`src/pid_pkg.sv`:
```
// Package of constants and types for the general pin input debouncer
`default_nettype none

package pid_pkg;

    // ------------------------------------------------------------
    // Sizes
    // ------------------------------------------------------------
    localparam int unsigned PID_NUM_PINS = 16;       // General pins
    localparam int unsigned PID_SEL_W    = 2;        // Selector width per pin
    localparam int unsigned PID_CNT_W    = 8;        // Period count width
    localparam int unsigned PID_ADDR_W   = 12;       // APB address width

    // ------------------------------------------------------------
    // Register indices and byte addresses (index times four)
    // ------------------------------------------------------------
    localparam logic [9:0] PID_IDX_TEN_MS = 10'h06c;   // Ten-millisecond count
    localparam logic [9:0] PID_IDX_ONE_MS = 10'h06d;   // Millisecond count
    localparam logic [9:0] PID_IDX_ONE_US = 10'h06e;   // Microsecond count
    localparam logic [9:0] PID_IDX_STATUS = 10'h06f;   // Pending status
    localparam logic [9:0] PID_IDX_SELECT = 10'h070;   // Per-pin selectors
    localparam logic [11:0] PID_ADDR_TEN_MS = {PID_IDX_TEN_MS, 2'h0};
    localparam logic [11:0] PID_ADDR_ONE_MS = {PID_IDX_ONE_MS, 2'h0};
    localparam logic [11:0] PID_ADDR_ONE_US = {PID_IDX_ONE_US, 2'h0};
    localparam logic [11:0] PID_ADDR_STATUS = {PID_IDX_STATUS, 2'h0};
    localparam logic [11:0] PID_ADDR_SELECT = {PID_IDX_SELECT, 2'h0};

    // ------------------------------------------------------------
    // Reset values and field positions
    // ------------------------------------------------------------
    localparam logic [7:0]  PID_RST_PERIOD  = 8'h0a;        // All three counts
    localparam logic [31:0] PID_RST_SELECT  = 32'h00000000; // All pins off
    localparam int unsigned PID_STS_PENDING = 0;            // Pending bit

    // ------------------------------------------------------------
    // Timing
    // ------------------------------------------------------------
    localparam int unsigned PID_CLK_PERIOD_NS = 50;     // 20 MHz clock
    localparam int unsigned PID_US_NS         = 1000;   // One microsecond
    localparam int unsigned PID_MS_US         = 1000;   // One millisecond
    localparam int unsigned PID_TEN_MS_MS     = 10;     // Ten milliseconds
    localparam int unsigned PID_CYC_PER_US    = PID_US_NS / PID_CLK_PERIOD_NS;

    // ------------------------------------------------------------
    // Types
    // ------------------------------------------------------------
    typedef enum logic [1:0] {
        PID_SEL_OFF    = 2'b00,    // Pass through
        PID_SEL_US     = 2'b01,    // Microsecond counter
        PID_SEL_MS     = 2'b10,    // Millisecond counter
        PID_SEL_TEN_MS = 2'b11     // Ten-millisecond counter
    } pid_sel_type;

    typedef struct packed {
        logic [31:0] select;       // Per-pin selectors
        logic [7:0]  ten_ms;       // Ten-millisecond period count
        logic [7:0]  one_ms;       // Millisecond period count
        logic [7:0]  one_us;       // Microsecond period count
    } pid_cfg_type;

    typedef struct packed {
        logic us;                  // Microsecond tick
        logic ms;                  // Millisecond tick
        logic ten_ms;              // Ten-millisecond tick
    } pid_tick_type;

endpackage : pid_pkg

`default_nettype wire

```
`src/pid_pin_cell.sv`:
```
// One pin's debounce filter with its own period counter
`default_nettype none

module pid_pin_cell
    import pid_pkg::*;
(
    input  wire logic                 CLK,
    input  wire logic                 RST,
    input  wire logic                 raw,
    input  wire logic [1:0]           sel,
    input  wire pid_tick_type         tick,
    input  wire pid_cfg_type          cfg,
    output logic                      level,
    output logic                      busy
);

    // ------------------------------------------------------------
    // State
    // ------------------------------------------------------------
    typedef enum logic [0:0] {
        PID_ST_STABLE = 1'b0,       // Output equals input
        PID_ST_SETTLE = 1'b1        // Waiting for stability
    } pid_cell_state_type;

    pid_cell_state_type  state_ff, nxt_state;   // Filter state
    logic [7:0]          cnt_ff,   nxt_cnt;     // Ticks seen while settling
    logic                level_ff, nxt_level;   // Debounced level
    logic                last_ff,  nxt_last;    // Previous raw sample
    logic                sel_tick;              // Chosen tick
    logic [7:0]          sel_period;            // Chosen period count
    logic [8:0]          cnt_inc;               // Counter plus one

    // Pick tick and period by selector
    always_comb begin
        sel_tick   = 1'b0;
        sel_period = 8'h00;
        case (pid_sel_type'(sel))
            PID_SEL_US: begin
                sel_tick   = tick.us;
                sel_period = cfg.one_us;
            end
            PID_SEL_MS: begin
                sel_tick   = tick.ms;
                sel_period = cfg.one_ms;
            end
            PID_SEL_TEN_MS: begin
                sel_tick   = tick.ten_ms;
                sel_period = cfg.ten_ms;
            end
            default: begin
                sel_tick   = 1'b0;
                sel_period = 8'h00;
            end
        endcase
    end

    // Next-state logic of the filter
    always_comb begin
        nxt_state = state_ff;
        nxt_cnt   = cnt_ff;
        nxt_level = level_ff;
        nxt_last  = raw;
        cnt_inc   = {1'b0, cnt_ff} + 9'h001;
        if (pid_sel_type'(sel) == PID_SEL_OFF) begin
            // No filtering: follow the input at once
            nxt_level = raw;
            nxt_state = PID_ST_STABLE;
            nxt_cnt   = 8'h00;
        end else if (raw != last_ff) begin
            // Any edge restarts the period
            nxt_cnt   = 8'h00;
            nxt_state = (raw != level_ff) ? PID_ST_SETTLE : PID_ST_STABLE;
        end else if (state_ff == PID_ST_SETTLE) begin
            // First tick may be partial: length is count or count-1
            if (sel_tick) begin
                if (cnt_inc >= {1'b0, sel_period}) begin
                    nxt_level = raw;
                    nxt_state = PID_ST_STABLE;
                    nxt_cnt   = 8'h00;
                end else begin
                    nxt_cnt = cnt_inc[7:0];
                end
            end
        end
    end

    // Register the filter
    always_ff @(posedge CLK) begin
        if (RST) begin
            state_ff <= PID_ST_STABLE;
            cnt_ff   <= 8'h00;
            level_ff <= 1'b0;
            last_ff  <= 1'b0;
        end else begin
            state_ff <= nxt_state;
            cnt_ff   <= nxt_cnt;
            level_ff <= nxt_level;
            last_ff  <= nxt_last;
        end
    end

    assign level = level_ff;
    assign busy  = (state_ff == PID_ST_SETTLE);

endmodule : pid_pin_cell

`default_nettype wire

```
`src/pid_debouncer_top.sv`:
```
// Top of the general pin input debouncer with its APB register file
//
// Notes on behaviour
// - Two-bit selector per pin picks counter.
// - Changes inside the period are suppressed.
// - Ten-millisecond count, eight bits, resets 0Ah.
// - Millisecond count, eight bits, resets 0Ah.
// - Microsecond count, eight bits, resets 0Ah.
// - Effective length is count or count-1.
// - Status bit zero shows debounce pending.
// - Selectors read/write, reset to disabled.
//
// The implementer's own choice: register access over APB.
`default_nettype none

module pid_debouncer_top
    import pid_pkg::*;
#(
    parameter int unsigned CYC_PER_US   = PID_CYC_PER_US,  // Clock cycles per microsecond
    parameter int unsigned US_PER_MS    = PID_MS_US,       // Microseconds per millisecond
    parameter int unsigned MS_PER_TEN   = PID_TEN_MS_MS    // Milliseconds per ten
) (
    input  wire logic                  CLK,
    input  wire logic                  RST,
    input  wire logic                  PSEL,
    input  wire logic                  PENABLE,
    input  wire logic                  PWRITE,
    input  wire logic [11:0]           PADDR,
    input  wire logic [31:0]           PWDATA,
    input  wire logic [3:0]            PSTRB,
    output logic      [31:0]           PRDATA,
    output logic                       PREADY,
    output logic                       PSLVERR,
    input  wire logic [15:0]           GENERAL_PIN_IN,
    output logic      [15:0]           GENERAL_PIN_LEVEL,
    output logic                       DEBOUNCE_PENDING
);

    // ------------------------------------------------------------
    // Derived widths
    // ------------------------------------------------------------
    localparam int unsigned PRE_W = (CYC_PER_US > 1) ? $clog2(CYC_PER_US) : 1;
    localparam int unsigned MS_W  = (US_PER_MS  > 1) ? $clog2(US_PER_MS)  : 1;
    localparam int unsigned TEN_W = (MS_PER_TEN > 1) ? $clog2(MS_PER_TEN) : 1;
    localparam logic [PRE_W-1:0] PRE_LAST = PRE_W'(CYC_PER_US - 1);  // Prescaler wrap
    localparam logic [MS_W-1:0]  MS_LAST  = MS_W'(US_PER_MS - 1);    // Millisecond wrap
    localparam logic [TEN_W-1:0] TEN_LAST = TEN_W'(MS_PER_TEN - 1);  // Ten wrap

    // ------------------------------------------------------------
    // Pin synchroniser
    // ------------------------------------------------------------
    logic [15:0] sync_a_ff;         // First stage, read only by second
    logic [15:0] sync_b_ff;         // Second stage, safe to use

    // Two flip-flops on every pin
    always_ff @(posedge CLK) begin
        if (RST) begin
            sync_a_ff <= 16'h0000;
            sync_b_ff <= 16'h0000;
        end else begin
            sync_a_ff <= GENERAL_PIN_IN;
            sync_b_ff <= sync_a_ff;
        end
    end

    // ------------------------------------------------------------
    // Timebase
    // ------------------------------------------------------------
    logic [PRE_W-1:0] pre_ff,  nxt_pre;     // Cycles within microsecond
    logic [MS_W-1:0]  ms_ff,   nxt_ms;      // Microseconds within millisecond
    logic [TEN_W-1:0] ten_ff,  nxt_ten;     // Milliseconds within ten
    pid_tick_type     tick_ff, nxt_tick;    // One-cycle tick pulses

    // Cascaded dividers from the device clock
    always_comb begin
        nxt_pre  = pre_ff;
        nxt_ms   = ms_ff;
        nxt_ten  = ten_ff;
        nxt_tick = '0;
        if (pre_ff == PRE_LAST) begin
            nxt_pre     = '0;
            nxt_tick.us = 1'b1;
            if (ms_ff == MS_LAST) begin
                nxt_ms      = '0;
                nxt_tick.ms = 1'b1;
                if (ten_ff == TEN_LAST) begin
                    nxt_ten         = '0;
                    nxt_tick.ten_ms = 1'b1;
                end else begin
                    nxt_ten = ten_ff + TEN_W'(1);
                end
            end else begin
                nxt_ms = ms_ff + MS_W'(1);
            end
        end else begin
            nxt_pre = pre_ff + PRE_W'(1);
        end
    end

    // Register the timebase
    always_ff @(posedge CLK) begin
        if (RST) begin
            pre_ff  <= '0;
            ms_ff   <= '0;
            ten_ff  <= '0;
            tick_ff <= '0;
        end else begin
            pre_ff  <= nxt_pre;
            ms_ff   <= nxt_ms;
            ten_ff  <= nxt_ten;
            tick_ff <= nxt_tick;
        end
    end

    // ------------------------------------------------------------
    // Register file
    // ------------------------------------------------------------
    pid_cfg_type  cfg_ff, nxt_cfg;          // Software settings
    logic [15:0]  cell_level;               // Debounced levels
    logic [15:0]  cell_busy;                // Per-pin settling flags
    logic         pending_ff, nxt_pending;  // Any pin settling
    logic [15:0]  level_ff, nxt_levels;     // Output copy of levels
    logic         wr_take;                  // Write completes this edge

    assign wr_take = PSEL & PENABLE & PREADY & PWRITE;

    // Writes land at the completing edge, lane by lane
    always_comb begin
        nxt_cfg = cfg_ff;
        if (wr_take && (PADDR[1:0] == 2'h0)) begin
            if (PADDR == PID_ADDR_TEN_MS) begin
                if (PSTRB[0]) begin
                    nxt_cfg.ten_ms = PWDATA[7:0];
                end
            end else if (PADDR == PID_ADDR_ONE_MS) begin
                if (PSTRB[0]) begin
                    nxt_cfg.one_ms = PWDATA[7:0];
                end
            end else if (PADDR == PID_ADDR_ONE_US) begin
                if (PSTRB[0]) begin
                    nxt_cfg.one_us = PWDATA[7:0];
                end
            end else if (PADDR == PID_ADDR_SELECT) begin
                for (int b = 0; b < 4; b++) begin
                    if (PSTRB[b]) begin
                        nxt_cfg.select[b*8 +: 8] = PWDATA[b*8 +: 8];
                    end
                end
            end
        end
    end

    // Status and level mirrors
    always_comb begin
        nxt_pending = |cell_busy;
        nxt_levels  = cell_level;
    end

    // Register settings and mirrors
    always_ff @(posedge CLK) begin
        if (RST) begin
            cfg_ff.select <= PID_RST_SELECT;
            cfg_ff.ten_ms <= PID_RST_PERIOD;
            cfg_ff.one_ms <= PID_RST_PERIOD;
            cfg_ff.one_us <= PID_RST_PERIOD;
            pending_ff    <= 1'b0;
            level_ff      <= 16'h0000;
        end else begin
            cfg_ff     <= nxt_cfg;
            pending_ff <= nxt_pending;
            level_ff   <= nxt_levels;
        end
    end

    // ------------------------------------------------------------
    // APB slave
    // ------------------------------------------------------------
    logic        pready_ff,  nxt_pready;    // Access ready, one wait state
    logic        pslverr_ff, nxt_pslverr;   // Error on unmapped address
    logic [31:0] prdata_ff,  nxt_prdata;    // Read data
    logic        mapped;                    // Address hits a register

    // Answer in the second access cycle
    always_comb begin
        nxt_pready  = 1'b0;
        nxt_pslverr = 1'b0;
        nxt_prdata  = 32'h00000000;
        mapped      = 1'b0;
        if (PADDR[1:0] == 2'h0) begin
            if (PADDR == PID_ADDR_TEN_MS) begin
                mapped     = 1'b1;
                nxt_prdata = {24'h000000, cfg_ff.ten_ms};
            end else if (PADDR == PID_ADDR_ONE_MS) begin
                mapped     = 1'b1;
                nxt_prdata = {24'h000000, cfg_ff.one_ms};
            end else if (PADDR == PID_ADDR_ONE_US) begin
                mapped     = 1'b1;
                nxt_prdata = {24'h000000, cfg_ff.one_us};
            end else if (PADDR == PID_ADDR_STATUS) begin
                // Upper status bits read as zero
                mapped     = 1'b1;
                nxt_prdata[PID_STS_PENDING] = pending_ff;
            end else if (PADDR == PID_ADDR_SELECT) begin
                mapped     = 1'b1;
                nxt_prdata = cfg_ff.select;
            end
        end
        if (PSEL && PENABLE && !pready_ff) begin
            nxt_pready  = 1'b1;
            nxt_pslverr = !mapped;
            if (PWRITE || !mapped) begin
                nxt_prdata = 32'h00000000;
            end
        end else begin
            nxt_prdata = 32'h00000000;
        end
    end

    // Register the bus answer
    always_ff @(posedge CLK) begin
        if (RST) begin
            pready_ff  <= 1'b0;
            pslverr_ff <= 1'b0;
            prdata_ff  <= 32'h00000000;
        end else begin
            pready_ff  <= nxt_pready;
            pslverr_ff <= nxt_pslverr;
            prdata_ff  <= nxt_prdata;
        end
    end

    // ------------------------------------------------------------
    // Pin filters
    // ------------------------------------------------------------
    // One filter per pin; all share the three counts and ticks
    for (genvar n = 0; n < PID_NUM_PINS; n++) begin : g_pin
        pid_pin_cell u_cell (
            .CLK   (CLK),
            .RST   (RST),
            .raw   (sync_b_ff[n]),
            .sel   (cfg_ff.select[2*n +: 2]),
            .tick  (tick_ff),
            .cfg   (cfg_ff),
            .level (cell_level[n]),
            .busy  (cell_busy[n])
        );
    end

    // ------------------------------------------------------------
    // Outputs
    // ------------------------------------------------------------
    assign PRDATA            = prdata_ff;
    assign PREADY            = pready_ff;
    assign PSLVERR           = pslverr_ff;
    assign GENERAL_PIN_LEVEL = level_ff;
    assign DEBOUNCE_PENDING  = pending_ff;

endmodule : pid_debouncer_top

`default_nettype wire

```
`config.mk`:
```
export PLATFORM = sky130hd
export DESIGN_NAME = pid_debouncer_top
export DESIGN_NICKNAME = d
export VERILOG_FILES = /design/src/pid_pkg.sv /design/src/pid_pin_cell.sv /design/src/pid_debouncer_top.sv
export SDC_FILE = /design/constraint.sdc
export NUM_CORES = 1
export LEC_CHECK = 0
export BUFFER_PORTS_ARGS = -buffer_cell sky130_fd_sc_hd__buf_2
export CAP_MARGIN = 20
export CELL_PAD_IN_SITES_DETAIL_PLACEMENT = 0
export CELL_PAD_IN_SITES_GLOBAL_PLACEMENT = 1
export CORE_ASPECT_RATIO = 1.4
export CORE_MARGIN = 3
export CORE_UTILIZATION = 52
export DETAILED_ROUTE_END_ITERATION = 10
export PLACE_DENSITY_LB_ADDON = 0.15
export SYNTH_ARGS = -nofsm -noshare
export SYNTH_HDL_FRONTEND = slang
export SYNTH_SLANG_ARGS = --single-unit
export TNS_END_PERCENT = 5
```
`constraint.sdc`:
```
create_clock -name CLK -period 9.1 [get_ports CLK]
set_input_delay 0.91 -clock CLK [delete_from_list [all_inputs] [get_ports CLK]]
set_output_delay 0.91 -clock CLK [all_outputs]
set_load 0.02 [all_outputs]
```
### Word-level counts from Yosys, hierarchy flattened

Cells that the tools add are included.

| storage, ports and cells | value |
|---|---|
| register bits | 337 |
| input port bits | 69 |
| word-level logic and storage cells | 611 |

| operators by class | value |
|---|---|
| add/subtract/negate cells | 19 |
| magnitude comparators | 16 |
| eq/ne operators | 104 |
| muxes and demuxes | 226 |
| bitwise gates (word level) | 11 |
| reductions and logical operators | 150 |

Operators with widths:

| cell | number |
|---|---|
| 8-bit case mux with 3 select lines | 16 |
| 1-bit 2-to-1 mux | 169 |
| 8-bit 2-to-1 mux | 20 |
| 8-bit by 1-bit adder with 9-bit output (second input constant) | 16 |
| 9-bit by 8-bit greater-or-equal comparator with 1-bit output | 16 |
| 2-bit nonzero test | 48 |
| 4-bit AND reduction | 17 |
| 2-bit equality test (second input constant) | 32 |
| 12-bit by 9-bit equality test with 1-bit output (second input constant) | 5 |
| 3-bit OR reduction | 17 |
| 1-bit case mux with 3 select lines | 16 |
| 2-bit OR reduction | 19 |
| 2-bit logical NOT | 17 |
| 2-bit AND reduction | 17 |
| 2-bit by 1-bit equality test with 1-bit output (second input constant) | 16 |
| 1-bit != test | 32 |
| 2-bit by 1-bit != test with 1-bit output (second input constant) | 16 |
| 6-bit AND reduction | 4 |
| 16-bit OR reduction | 1 |
| 10-bit by 1-bit adder with 10-bit output (second input constant) | 1 |
| 10-bit equality test (second input constant) | 1 |
| 10-bit 2-to-1 mux | 1 |
| 9-bit OR reduction | 1 |
| 1-bit NOT | 8 |
| other kinds (15) | 20 |

### Logic depth before layout (Yosys ltp)

Gate-level depths: netlist of the first run.

| depth | value |
|---|---|
| depth after elaboration | 10 |
| mapped depth | 13 |
| gate-level depth less buffers | 12 |

### By module

From an unflattened synthesis of the first run, not the netlist that was laid out.

| unflattened totals | value |
|---|---|
| cells, all modules | 2,423 |
| area, all modules | 22,262.6 µm² |

By module, submodules not included:

| module | times used | cells an instance | area an instance (µm²) | seq. area each (µm²) |
|---|---|---|---|---|
| pid_pin_cell (g_pin[11].u_cell ...) | 10 | 108 | 1,017.2 | 220.2 |
| pid_debouncer_top | 1 | 600 | 6,010.8 | 3,223.1 |
| pid_pin_cell (g_pin[0].u_cell ...) | 3 | 126 | 1,029.7 | 220.2 |
| pid_pin_cell (g_pin[10].u_cell ...) | 2 | 121 | 991.0 | 220.2 |
| pid_pin_cell (g_pin[9].u_cell) | 1 | 123 | 1,008.5 | 220.2 |

### Worst setup path before layout of the first run

Ideal clock, no wire load.

| timing | value |
|---|---|
| path type | register to register |
| start point | register cfg_ff[48] (netlist name) |
| end point | register g_pin[12].u_cell.cnt_ff[2] |
| arrival | 2,913 ps |
| setup slack | 6,130 ps |
| stages on the path, launching flop included | 14 |
| cells stage by stage | dfxtp_1 -> buf_1 -> clkbuf_1 -> nand2_1 -> nor2_1 -> a21oi_1 -> ha_1 -> a21oi_1 -> o22ai_1 -> a211o_1 -> or4_1 -> clkbuf_1 -> nor3b_1 -> a21o_1 |

| on the way | value |
|---|---|
| longest elaborated chain between the ends | 4 |
| elaborated cells on any way between the ends | 10 |

Ends and longest elaborated chain:

| element | RTL line | RTL |
|---|---|---|
| start, declared | pid_debouncer_top.sv:118 | `pid_cfg_type cfg_ff, nxt_cfg;` |
| start signal, assigned | pid_debouncer_top.sv:169 | `cfg_ff <= nxt_cfg;` |
| 2-bit equality test / 2-bit by 1-bit equality test with 1-bit output (equally long branches) | pid_pin_cell.sv:37 | `case (pid_sel_type'(sel))` |
| 8-bit case mux with 3 select lines | pid_pin_cell.sv:37 |  |
| 9-bit by 8-bit greater-or-equal comparator with 1-bit output | pid_pin_cell.sv:76 | `if (cnt_inc >= {1'b0, sel_period}) begin` |
| 8-bit 2-to-1 mux | pid_pin_cell.sv:76 |  |
| end signal, assigned | pid_pin_cell.sv:96 | `cnt_ff <= nxt_cnt;` |
| end, declared | pid_pin_cell.sv:26 | `logic [7:0] cnt_ff, nxt_cnt;` |

Several ways; a longest one is shown, not always the timed one.
A chain may end at the register's enable or synchronous reset.

### Worst setup path in the final report of the first run

| timing | value |
|---|---|
| start point | register cfg_ff[53] (netlist name) |
| end point | register g_pin[14].u_cell.cnt_ff[2] |

| on the way | value |
|---|---|
| longest elaborated chain between the ends | 4 |
| elaborated cells on any way between the ends | 10 |

Ends and longest elaborated chain:

| element | RTL line |
|---|---|
| 2-bit equality test / 2-bit by 1-bit equality test with 1-bit output (equally long branches) | pid_pin_cell.sv:37 |
| 8-bit case mux with 3 select lines | pid_pin_cell.sv:37 |
| 9-bit by 8-bit greater-or-equal comparator with 1-bit output | pid_pin_cell.sv:76 |
| 8-bit 2-to-1 mux | pid_pin_cell.sv:76 |
| end signal, assigned | pid_pin_cell.sv:96 |
| end, declared | pid_pin_cell.sv:26 |

Several ways; a longest one is shown, not always the timed one.

==> impl_metrics.ini, run 1 <==
[synthesis]
synthFlopType = dfxtp_1
synth_seq_cells = 337
synth_top_family_by_area = simple AND/OR/NAND/NOR gates
syn_nets = 2522
synth-adder-area-share = 0.09016
yosysSeqAreaShare = 0.3276
postSynth.asyncResetShare = 0
synth_top_area_share = 0.3276
synth_cell_types = 70
synth_enable_flop_cells = 0
synth_xor_area_frac = 0.05104
synth_common_cells = 337 x dfxtp_1, 206 x nor2_1, 157 x mux2_2
synth_area_leaders = dfxtp_1 33%, ha_1 8.9%, mux2_2 8.6%
yosys.area_share.simple = 0.1921
synth_compound_area_frac = 0.1832
synthMuxAreaShare = 0.1189
yosys_warnings = 0
synthCells = 2307
yosysMostFrequentCell = dfxtp_1
synth_area_leader_cell = dfxtp_1
netlist_area_um2 = 20590
syn_avg_cell_area_um2 = 8.927

[power_and_ir_drop]
total_power_mw = 3.070
ir_drop_mv = 0.1339
powerDensity_nw_per_um2 = 135.4
p_leak_nw = 9.461

[route]
drtIter0Drc = 883
wl_mm = 56.41
wl_per_cell_um = 19.48
drc_errors = 0
wl_met3_mm = 2.955
firstDrtPassIters = 8
wl_met1_mm = 23.60
top_layer = met4
dr_wl_met2_mm = 27.74
vias_per_cell = 6.004
dr_total_vias = 17387
ant_nets = 0

[clock_network]
cts.repair.resized = 0
hold_buffers = 0
htreeDepth = 2
cts_tree = yes
cts.clk_slew.worst_paths_ns = 0.06
clock_latency_ns = 0.54
cts_buffers = 36
clock-sinks = 337
root_buffer = clkbuf_16
post_cts_buffers = 0
clockBufferDepth = 3

[min_path]
whs_path_depth = 1
hold_path.class = reg2reg

[global_route]
grt_overflow = 0
grt_pass1_vias = 16618
grt_pass1_wl_mm = 88.76
grt_use_total = 0.2595
grt_max_degree = 100
grt_antenna_before_repair = 0

[floorplan]
fp.dieW_um = 174.2
placementRows = 85
die-area_um2 = 42060
die_y_um = 241.5
core_um2 = 38820
num_io_pins = 120
initial_core_util = 0.5305

[timing]
hold_viol = 0
tightest_slew_ns = 0.9951
finalWorstPathRequiredPeriod_ns = 3.541
whs_ns = 0.4347
rsz0062_at_grt = no
max_freq_mhz = 282.4
worst_slack_ns = 5.559
setup_violations = 0
min_period_over_period = 0.3891
final.setup.tns_ns = 0
report.final.slew_viol_count = 0
clock_skew_ns = 0.008817
relSlewSlack = 0.3326

[placed_design]
dp_cells = 2829
placed_area_um2 = 21460
dp_slack_ns = 5.421
place.gp.congestion = 0.8450
place.port_buffers = 119
hpwl_mm = 39.05

[cells_and_area]
synthToLayoutAreaGrowth_pct = 10.11
nets = 2561
finalNonFillerCells = 2896
drive_gt1_frac = 0.1619
design_area_um2 = 22680
final_util = 0.5841

[run]
cap_violations = 0

[worst_setup_path]
cp-end-kind = flop
ff2ff_path_depth = 9
worst_setup_path_start_kind = flop
worstPathArrival_ns = 4.01
rrSetupSlack_ns = 5.56
required_ns = 9.57
cp_max_fo = 14
worstSetupPathType = reg2reg

[outcome]
status = finished clean
critical path, stage by stage, from the launching register on:
cell and delay, ns:
dfxtp_1 0.70, nor2b_1 0.55, a22oi_1 0.21, ha_1 0.32, and3_1 0.18, a221oi_1 0.27
o21ai_0 0.20, a211oi_1 0.75, nand3b_1 0.14, a21oi_1 0.14
per-layer routing:
layer,vias up,global-route usage
met1,8266,0.3166
met3,134,0.03277
met2,496,0.4680
met4,0,0.09805
met5,-,0
li1,8491,-
flip-flops by register name, indices dropped and copies added (netlist names):
name	count
ms_ff	10
sync_a_ff	16
g_pin.u_cell.cnt_ff	128
PSLVERR	1
sync_b_ff	16
g_pin.u_cell.busy	16
g_pin.u_cell.level	16
GENERAL_PIN_LEVEL	16
PRDATA	32
tick_ff	3
PREADY	1
g_pin.u_cell.last_ff	16
pre_ff	5
DEBOUNCE_PENDING	1
cfg_ff	56
ten_ff	4
path summary, 6_finish.rpt:
check | startpoint | endpoint
worst max-delay path | cfg_ff[53] | g_pin[14].u_cell.cnt_ff[2]
worst min-delay path | sync_a_ff[10] | sync_b_ff[10]
worst max register to register | cfg_ff[53] | g_pin[14].u_cell.cnt_ff[2]
worst min register to register | sync_a_ff[10] | sync_b_ff[10]
cell usage in the layout (no fill, tap or decap), drive strengths merged, types with 53 or more instances in the layout:
master / Yosys / routed
dfxtp: 337 / 337
a21oi: 77 / 77
inv: 51 / 53
ha: 146 / 146
nand3: 77 / 77
o21ai: 59 / 59
buf: 33 / 145
mux2i: 68 / 68
xor2: 72 / 72
mux2: 157 / 157
nor2b: 109 / 109
a22o: 53 / 53
a22oi: 111 / 111
nand2: 141 / 141
nor2: 207 / 207
cell families after synthesis:
logic type	count (synthesis)
mux	225
flops	337
xor+xnor	120
simple gates	760
compound gates	521
buf+inv	195
fa+ha+maj	149
final cells by class:
type / instances / area [um^2]
Fill cell: 3479 / 16140
Multi-Input combinational cell: 1775 / 13080
Sequential cell: 337 / 6746
Clock buffer: 47 / 1023
Timing Repair Buffer: 145 / 794.5
Tap cell: 522 / 653.1
Inverter: 51 / 191.4
Clock inverter: 17 / 177.7
Antenna cell: 2 / 5.005
power breakdown:
group,internal (mW),total [mW],switching [mW]
sequential,1.49,1.50,0.00886
combinational,0.0292,0.0665,0.0373
clock,0.881,1.51,0.625
total,2.40,3.07,0.671
(Power assumes the default switching activity.)
==> run 2, diff against run 1 <==
--- a/config.mk
+++ b/config.mk
@@ -11,7 +11,7 @@
 export CELL_PAD_IN_SITES_GLOBAL_PLACEMENT = 1
 export CORE_ASPECT_RATIO = 1.4
 export CORE_MARGIN = 3
-export CORE_UTILIZATION = 52
+export CORE_UTILIZATION = 43
 export DETAILED_ROUTE_END_ITERATION = 10
 export PLACE_DENSITY_LB_ADDON = 0.15
 export SYNTH_ARGS = -nofsm -noshare
==> constraint.sdc (replaced) <==
create_clock -name CLK -period 3.16 [get_ports CLK]
set_input_delay 0.316 -clock CLK [delete_from_list [all_inputs] [get_ports CLK]]
set_output_delay 0.316 -clock CLK [all_outputs]
set_load 0.02 [all_outputs]
==> run 2 against run 1 <==
Against the previous run:
- setup slack lost 5.4 ns
- critical path depth rose by 3
- die area increased by 20%
- critical endpoint is now g_pin[12].u_cell.cnt_ff[2]
- design area increased by 6.8%
- power rose to 3.0 times the previous value
- clock-buffer cell count up 5
- via count grew 2.5%
- final cell count is 9.0% higher
- largest power group unchanged
- hold slack lost 0.41 ns
- clock power increased to 3.0 times the previous value
- critical path type unchanged
- combinational power grew to 3.6 times the previous value
- non-clock buffer count up 156
==> impl_metrics.ini, run 2 (same netlist as run 1, synthesis figures left out) <==
[min_path]
hold_path.class = in2reg

[route]
drc_errors = 0
firstDrtPassIters = 5
ant_nets = 0
vias_per_cell = 5.648
drtIter0Drc = 982
wl_mm = 61.88
dr_total_vias = 17830
wl_per_cell_um = 19.60

[floorplan]
die_y_um = 264.9
initial_core_util = 0.4366
placementRows = 94
num_io_pins = 120
core_um2 = 47160
die-area_um2 = 50590
fp.dieW_um = 191.0

[timing]
relSlewSlack = 0.3996
rsz0062_at_grt = no
clock_skew_ns = 0.01453
setup_violations = 0
final.setup.tns_ns = 0
max_freq_mhz = 336.6
min_period_over_period = 0.9401
finalWorstPathRequiredPeriod_ns = 2.971
report.final.slew_viol_count = 0
tightest_slew_ns = 0.8994
hold_viol = 0

[power_and_ir_drop]
powerDensity_nw_per_um2 = 376.3
p_leak_nw = 10.27
ir_drop_mv = 0.3571
total_power_mw = 9.116

[cells_and_area]
synthToLayoutAreaGrowth_pct = 17.65
layout_common_cells = 330 x dfxtp_1, 206 x nor2_1, 157 x mux2_2
finalNonFillerCells = 3157
largest_reg_flops = 128
regMostFlops = g_pin.u_cell.cnt_ff
mostFrequentLayoutCell = dfxtp_1
nets = 2720
final_util = 0.5137
drive_gt1_frac = 0.2089

[clock_network]
htreeDepth = 2
cts.clk_slew.worst_paths_ns = 0.06
cts_buffers = 39
cts_tree = yes
clock-sinks = 337
root_buffer = clkbuf_16
clockBufferDepth = 3
clock_latency_ns = 0.56

[global_route]
grt_max_degree = 97
grt_use_total = 0.2401
grt_pass1_vias = 17537
grt_pass1_wl_mm = 96.07
grt_antenna_before_repair = 1
grt_overflow = 0

[worst_setup_path]
worstPathArrival_ns = 3.47
cp-end-kind = flop
required_ns = 3.66
worst_setup_path_start_kind = flop
worstSetupPathType = reg2reg
cp_max_fo = 10

[placed_design]
place.gp.congestion = 0.8749
place.port_buffers = 119
hpwl_mm = 44.16
dp_cells = 3051

[outcome]
status = finished clean

[run]
cap_violations = 0
run 2: path summary, 6_finish.rpt:
kind                         startpoint                          to  slack [ns]  depth (start not counted)
min                          PWDATA[31]                  cfg_ff[55]        0.03                          3
min reg2reg               sync_a_ff[10]               sync_b_ff[10]        0.42                          1
max reg2reg  g_pin[12].u_cell.cnt_ff[1]  g_pin[12].u_cell.cnt_ff[2]        0.19                         12
max          g_pin[12].u_cell.cnt_ff[1]  g_pin[12].u_cell.cnt_ff[2]        0.19                         12
run 2: metrics by stage:
step,worst slack [ns],area (um^2),hold WS (ns)
2_1_floorplan,0.1903,20590,0.4138
3_3_place_gp,0.1433,22530,0.4172
3_5_place_dp,0.1035,22530,0.4237
4_1_cts,0.08088,24150,0.002449
5_1_grt,0.0009872,24230,0.01882
6_report,0.1891,24230,0.02664
run 2: area by class of cell:
type	count	area, um^2
Clock inverter	16	156.4
Multi-Input combinational cell	1775	13130
Inverter	51	191.4
Fill cell	4446	22930
Tap cell	624	780.7
Timing Repair Buffer	301	2093
Clock buffer	52	1117
Sequential cell	337	6755
Antenna cell	1	2.502
run 2: critical path, cell delays in order (launching register included):
cell     delay (ns)
dfxtp_1        0.38
ha_2           0.23
nand3_1        0.10
inv_1          0.09
and3_1         0.17
xor2_1         0.21
ha_1           0.28
a21oi_1        0.14
o22ai_1        0.10
a211o_1        0.29
or4_4          0.59
nor3b_1        0.23
a21o_1         0.10
run 2: report_power, final:
group | leakage [nW] | switching (mW) | internal, mW
registers | 2.73 | 0.0259 | 4.29
logic | 6.92 | 0.123 | 0.117
clock network | 0.622 | 1.90 | 2.66
total | 10.3 | 2.05 | 7.06
run 2: repair_timing:
action,4_1_cts,5_1_grt
resized for setup,0,24
setup buffers,0,2
endpoints found under the setup margin,0,42
endpoints found under the hold margin,35,0
hold buffers,35,0
run 2: per-layer routing:
| metal | up-vias | wire, um | track usage |
|---|---|---|---|
| met5 | - | 0 | 0 |
| met4 | 0 | 2095 | 0.08176 |
| met3 | 107 | 3835 | 0.04763 |
| met2 | 439 | 29540 | 0.4103 |
| met1 | 8494 | 26410 | 0.3014 |
| li1 | 8790 | - | - |
==> run 3, diff against run 2 <==
--- a/config.mk
+++ b/config.mk
@@ -5,7 +5,7 @@
 export SDC_FILE = /design/constraint.sdc
 export NUM_CORES = 1
 export LEC_CHECK = 0
-export BUFFER_PORTS_ARGS = -buffer_cell sky130_fd_sc_hd__buf_2
+export BUFFER_PORTS_ARGS = -buffer_cell sky130_fd_sc_hd__clkbuf_2
 export CAP_MARGIN = 20
 export CELL_PAD_IN_SITES_DETAIL_PLACEMENT = 0
 export CELL_PAD_IN_SITES_GLOBAL_PLACEMENT = 1
==> run 3 against run 2 <==
Against the previous run:
- sequential cell count stayed put
- utilization grew 0.11 points
- clock skew decreased by 0.0025 ns
- sequential share of layout area fell by 0.076 points
- global-route usage is 0.18 points lower
- via count is 0.61% higher
- clock-buffer cell count rose by 2
- sequential power hardly changed
- combinational power grew 2%
- clock power increased by 4%
==> impl_metrics.ini, run 3 (same netlist as run 1, synthesis figures left out) <==
[global_route]
grt_pass1_wl_mm = 96.12
grt_overflow = 0
met2_usage = 0.4184
grt_max_degree = 72
grt_use_total = 0.2383
met3_usage = 0.03995
grt_antenna_before_repair = 1
grt_most_used_layer = met2
gr-usage-met1 = 0.2944
grt_pass1_vias = 17512

[worst_setup_path]
crit_buf_inv = 0
cp_max_fo = 11
required_ns = 3.67
worstPathArrival_ns = 3.47
critPathSlowestCell = or4_4
r2r_start = cfg_ff[48]
r2r_end = g_pin[12].u_cell.cnt_ff[2]
path_cells = mux2_2 > nand2_1 > o21ai_0 > ha_1 > nand2b_1 > a211oi_1 > nor3_1 > or4_4 > nor3b_1 > a21o_1
cp-end-kind = flop
critPathMaxStageDelay_ns = 0.62
worst_setup_path_start_kind = flop
worstSetupPathType = reg2reg
rrSetupSlack_ns = 0.21
cp_top_family = simple AND/OR/NAND/NOR gates
ff2ff_path_depth = 10

[cells_and_area]
multi_input_area_um2 = 13130
final_util = 0.5148
final-seq-area_um2 = 6751
layout_common_cells = 333 x dfxtp_1, 206 x nor2_1, 157 x mux2_2
nets = 2721
largest_reg_flops = 128
regMostFlops = g_pin.u_cell.cnt_ff
drive_gt1_frac = 0.2058
synthToLayoutAreaGrowth_pct = 17.91
antennaDiodeCount = 0
fillers = 4433
mostFrequentLayoutCell = dfxtp_1

[clock_network]
clock-sinks = 337
clockBufferDepth = 3
cts.clk_slew.worst_paths_ns = 0.06
htreeDepth = 2
cts_buffers = 38
clock_latency_ns = 0.57
cts_tree = yes
root_buffer = clkbuf_16

[timing]
min_period_over_period = 0.9343
setup_violations = 0
tightest_slew_ns = 0.8453
report.final.slew_viol_count = 0
clock_skew_ns = 0.01206
hold_viol = 0
max_freq_mhz = 338.7
rsz0062_at_grt = no
finalWorstPathRequiredPeriod_ns = 2.952
worst_slack_ns = 0.2077
final.setup.tns_ns = 0
relSlewSlack = 0.4322

[route]
firstDrtPassIters = 6
wl_mm = 61.62
drc_errors = 0
drtIter0Drc = 821
vias_per_cell = 5.677
wl_per_cell_um = 19.50
ant_nets = 0
dr_total_vias = 17939

[min_path]
hold_path.class = in2reg
min_to = cfg_ff[49]
holdCritStartpoint = PWDATA[25]
whs_path_depth = 3

[run]
cap_violations = 0

[power_and_ir_drop]
total_power_mw = 9.274
powerDensity_nw_per_um2 = 382.0
ir_drop_mv = 0.3903
p_leak_nw = 10.27

[placed_design]
place.gp.congestion = 0.8907
dp_slack_ns = 0.09283
hpwl_mm = 44.49
place.port_buffers = 119

[floorplan]
die-area_um2 = 50590
fp.dieW_um = 191.0
core_um2 = 47160
num_io_pins = 120
placementRows = 94
initial_core_util = 0.4366
die_y_um = 264.9

[outcome]
status = finished clean
[run 3: worst max-delay path by stage]
stage	startpoint	endpoint	cells past startpoint
after floorplan	cfg_ff[48]	g_pin[12].u_cell.cnt_ff[2]	13
after global placement	cfg_ff[48]	g_pin[12].u_cell.cnt_ff[2]	10
after detailed placement	cfg_ff[48]	g_pin[12].u_cell.cnt_ff[2]	10
after CTS	cfg_ff[48]	g_pin[12].u_cell.cnt_ff[2]	10
after global routing	g_pin[14].u_cell.cnt_ff[0]	g_pin[14].u_cell.level	11
final	cfg_ff[48]	g_pin[12].u_cell.cnt_ff[2]	10
[run 3: final cells by class]
class,instances,share of cell area
multi-input combinational,1775,0.5408
sequential,337,0.2781
timing repair buffer,303,0.08673
clock buffer,54,0.04633
tap,624,0.03215
clock inverter,16,0.008090
inverter,51,0.007884
[run 3: per-layer routing]
metal	vias up	part of all wire	wire length (um)
met5	-	0	0
met4	0	0.034	2122
met3	116	0.057	3504
met2	423	0.49	30180
met1	8596	0.42	25820
li1	8804	-	-
[run 3: worst register-to-register path, stage by stage, from the launching register on]
cell      delay [ns]
dfxtp_1         0.60
mux2_2          0.39
nand2_1         0.06
o21ai_0         0.09
ha_1            0.31
nand2b_1        0.14
a211oi_1        0.23
nor3_1          0.12
or4_4           0.62
nor3b_1         0.24
a21o_1          0.10
[run 3: where the power goes]
part / switching (mW) / total, mW / internal [mW] / leakage [nW]
clock network: 1.90 / 4.72 / 2.82 / 0.636
logic: 0.122 / 0.244 / 0.122 / 6.91
registers: 0.0267 / 4.31 / 4.29 / 2.73
[run 3: per-stage QoR]
step	hold slack [ns]	instances	cell area, um^2
after detailed placement	0.4247	3051	22520
after floorplan	0.4138	2307	20590
final	0.03960	3160	24280
after CTS	0.005164	3160	24230
after global placement	0.4167	3051	22520
after global routing	0.06292	3160	24280
[run 3: what timing repair did]
item	CTS	global route
endpoints found under the hold margin	40	0
buffers inserted	0	0
gates resized for setup	0	19
hold buffers	39	0
setup endpoints to repair	0	34
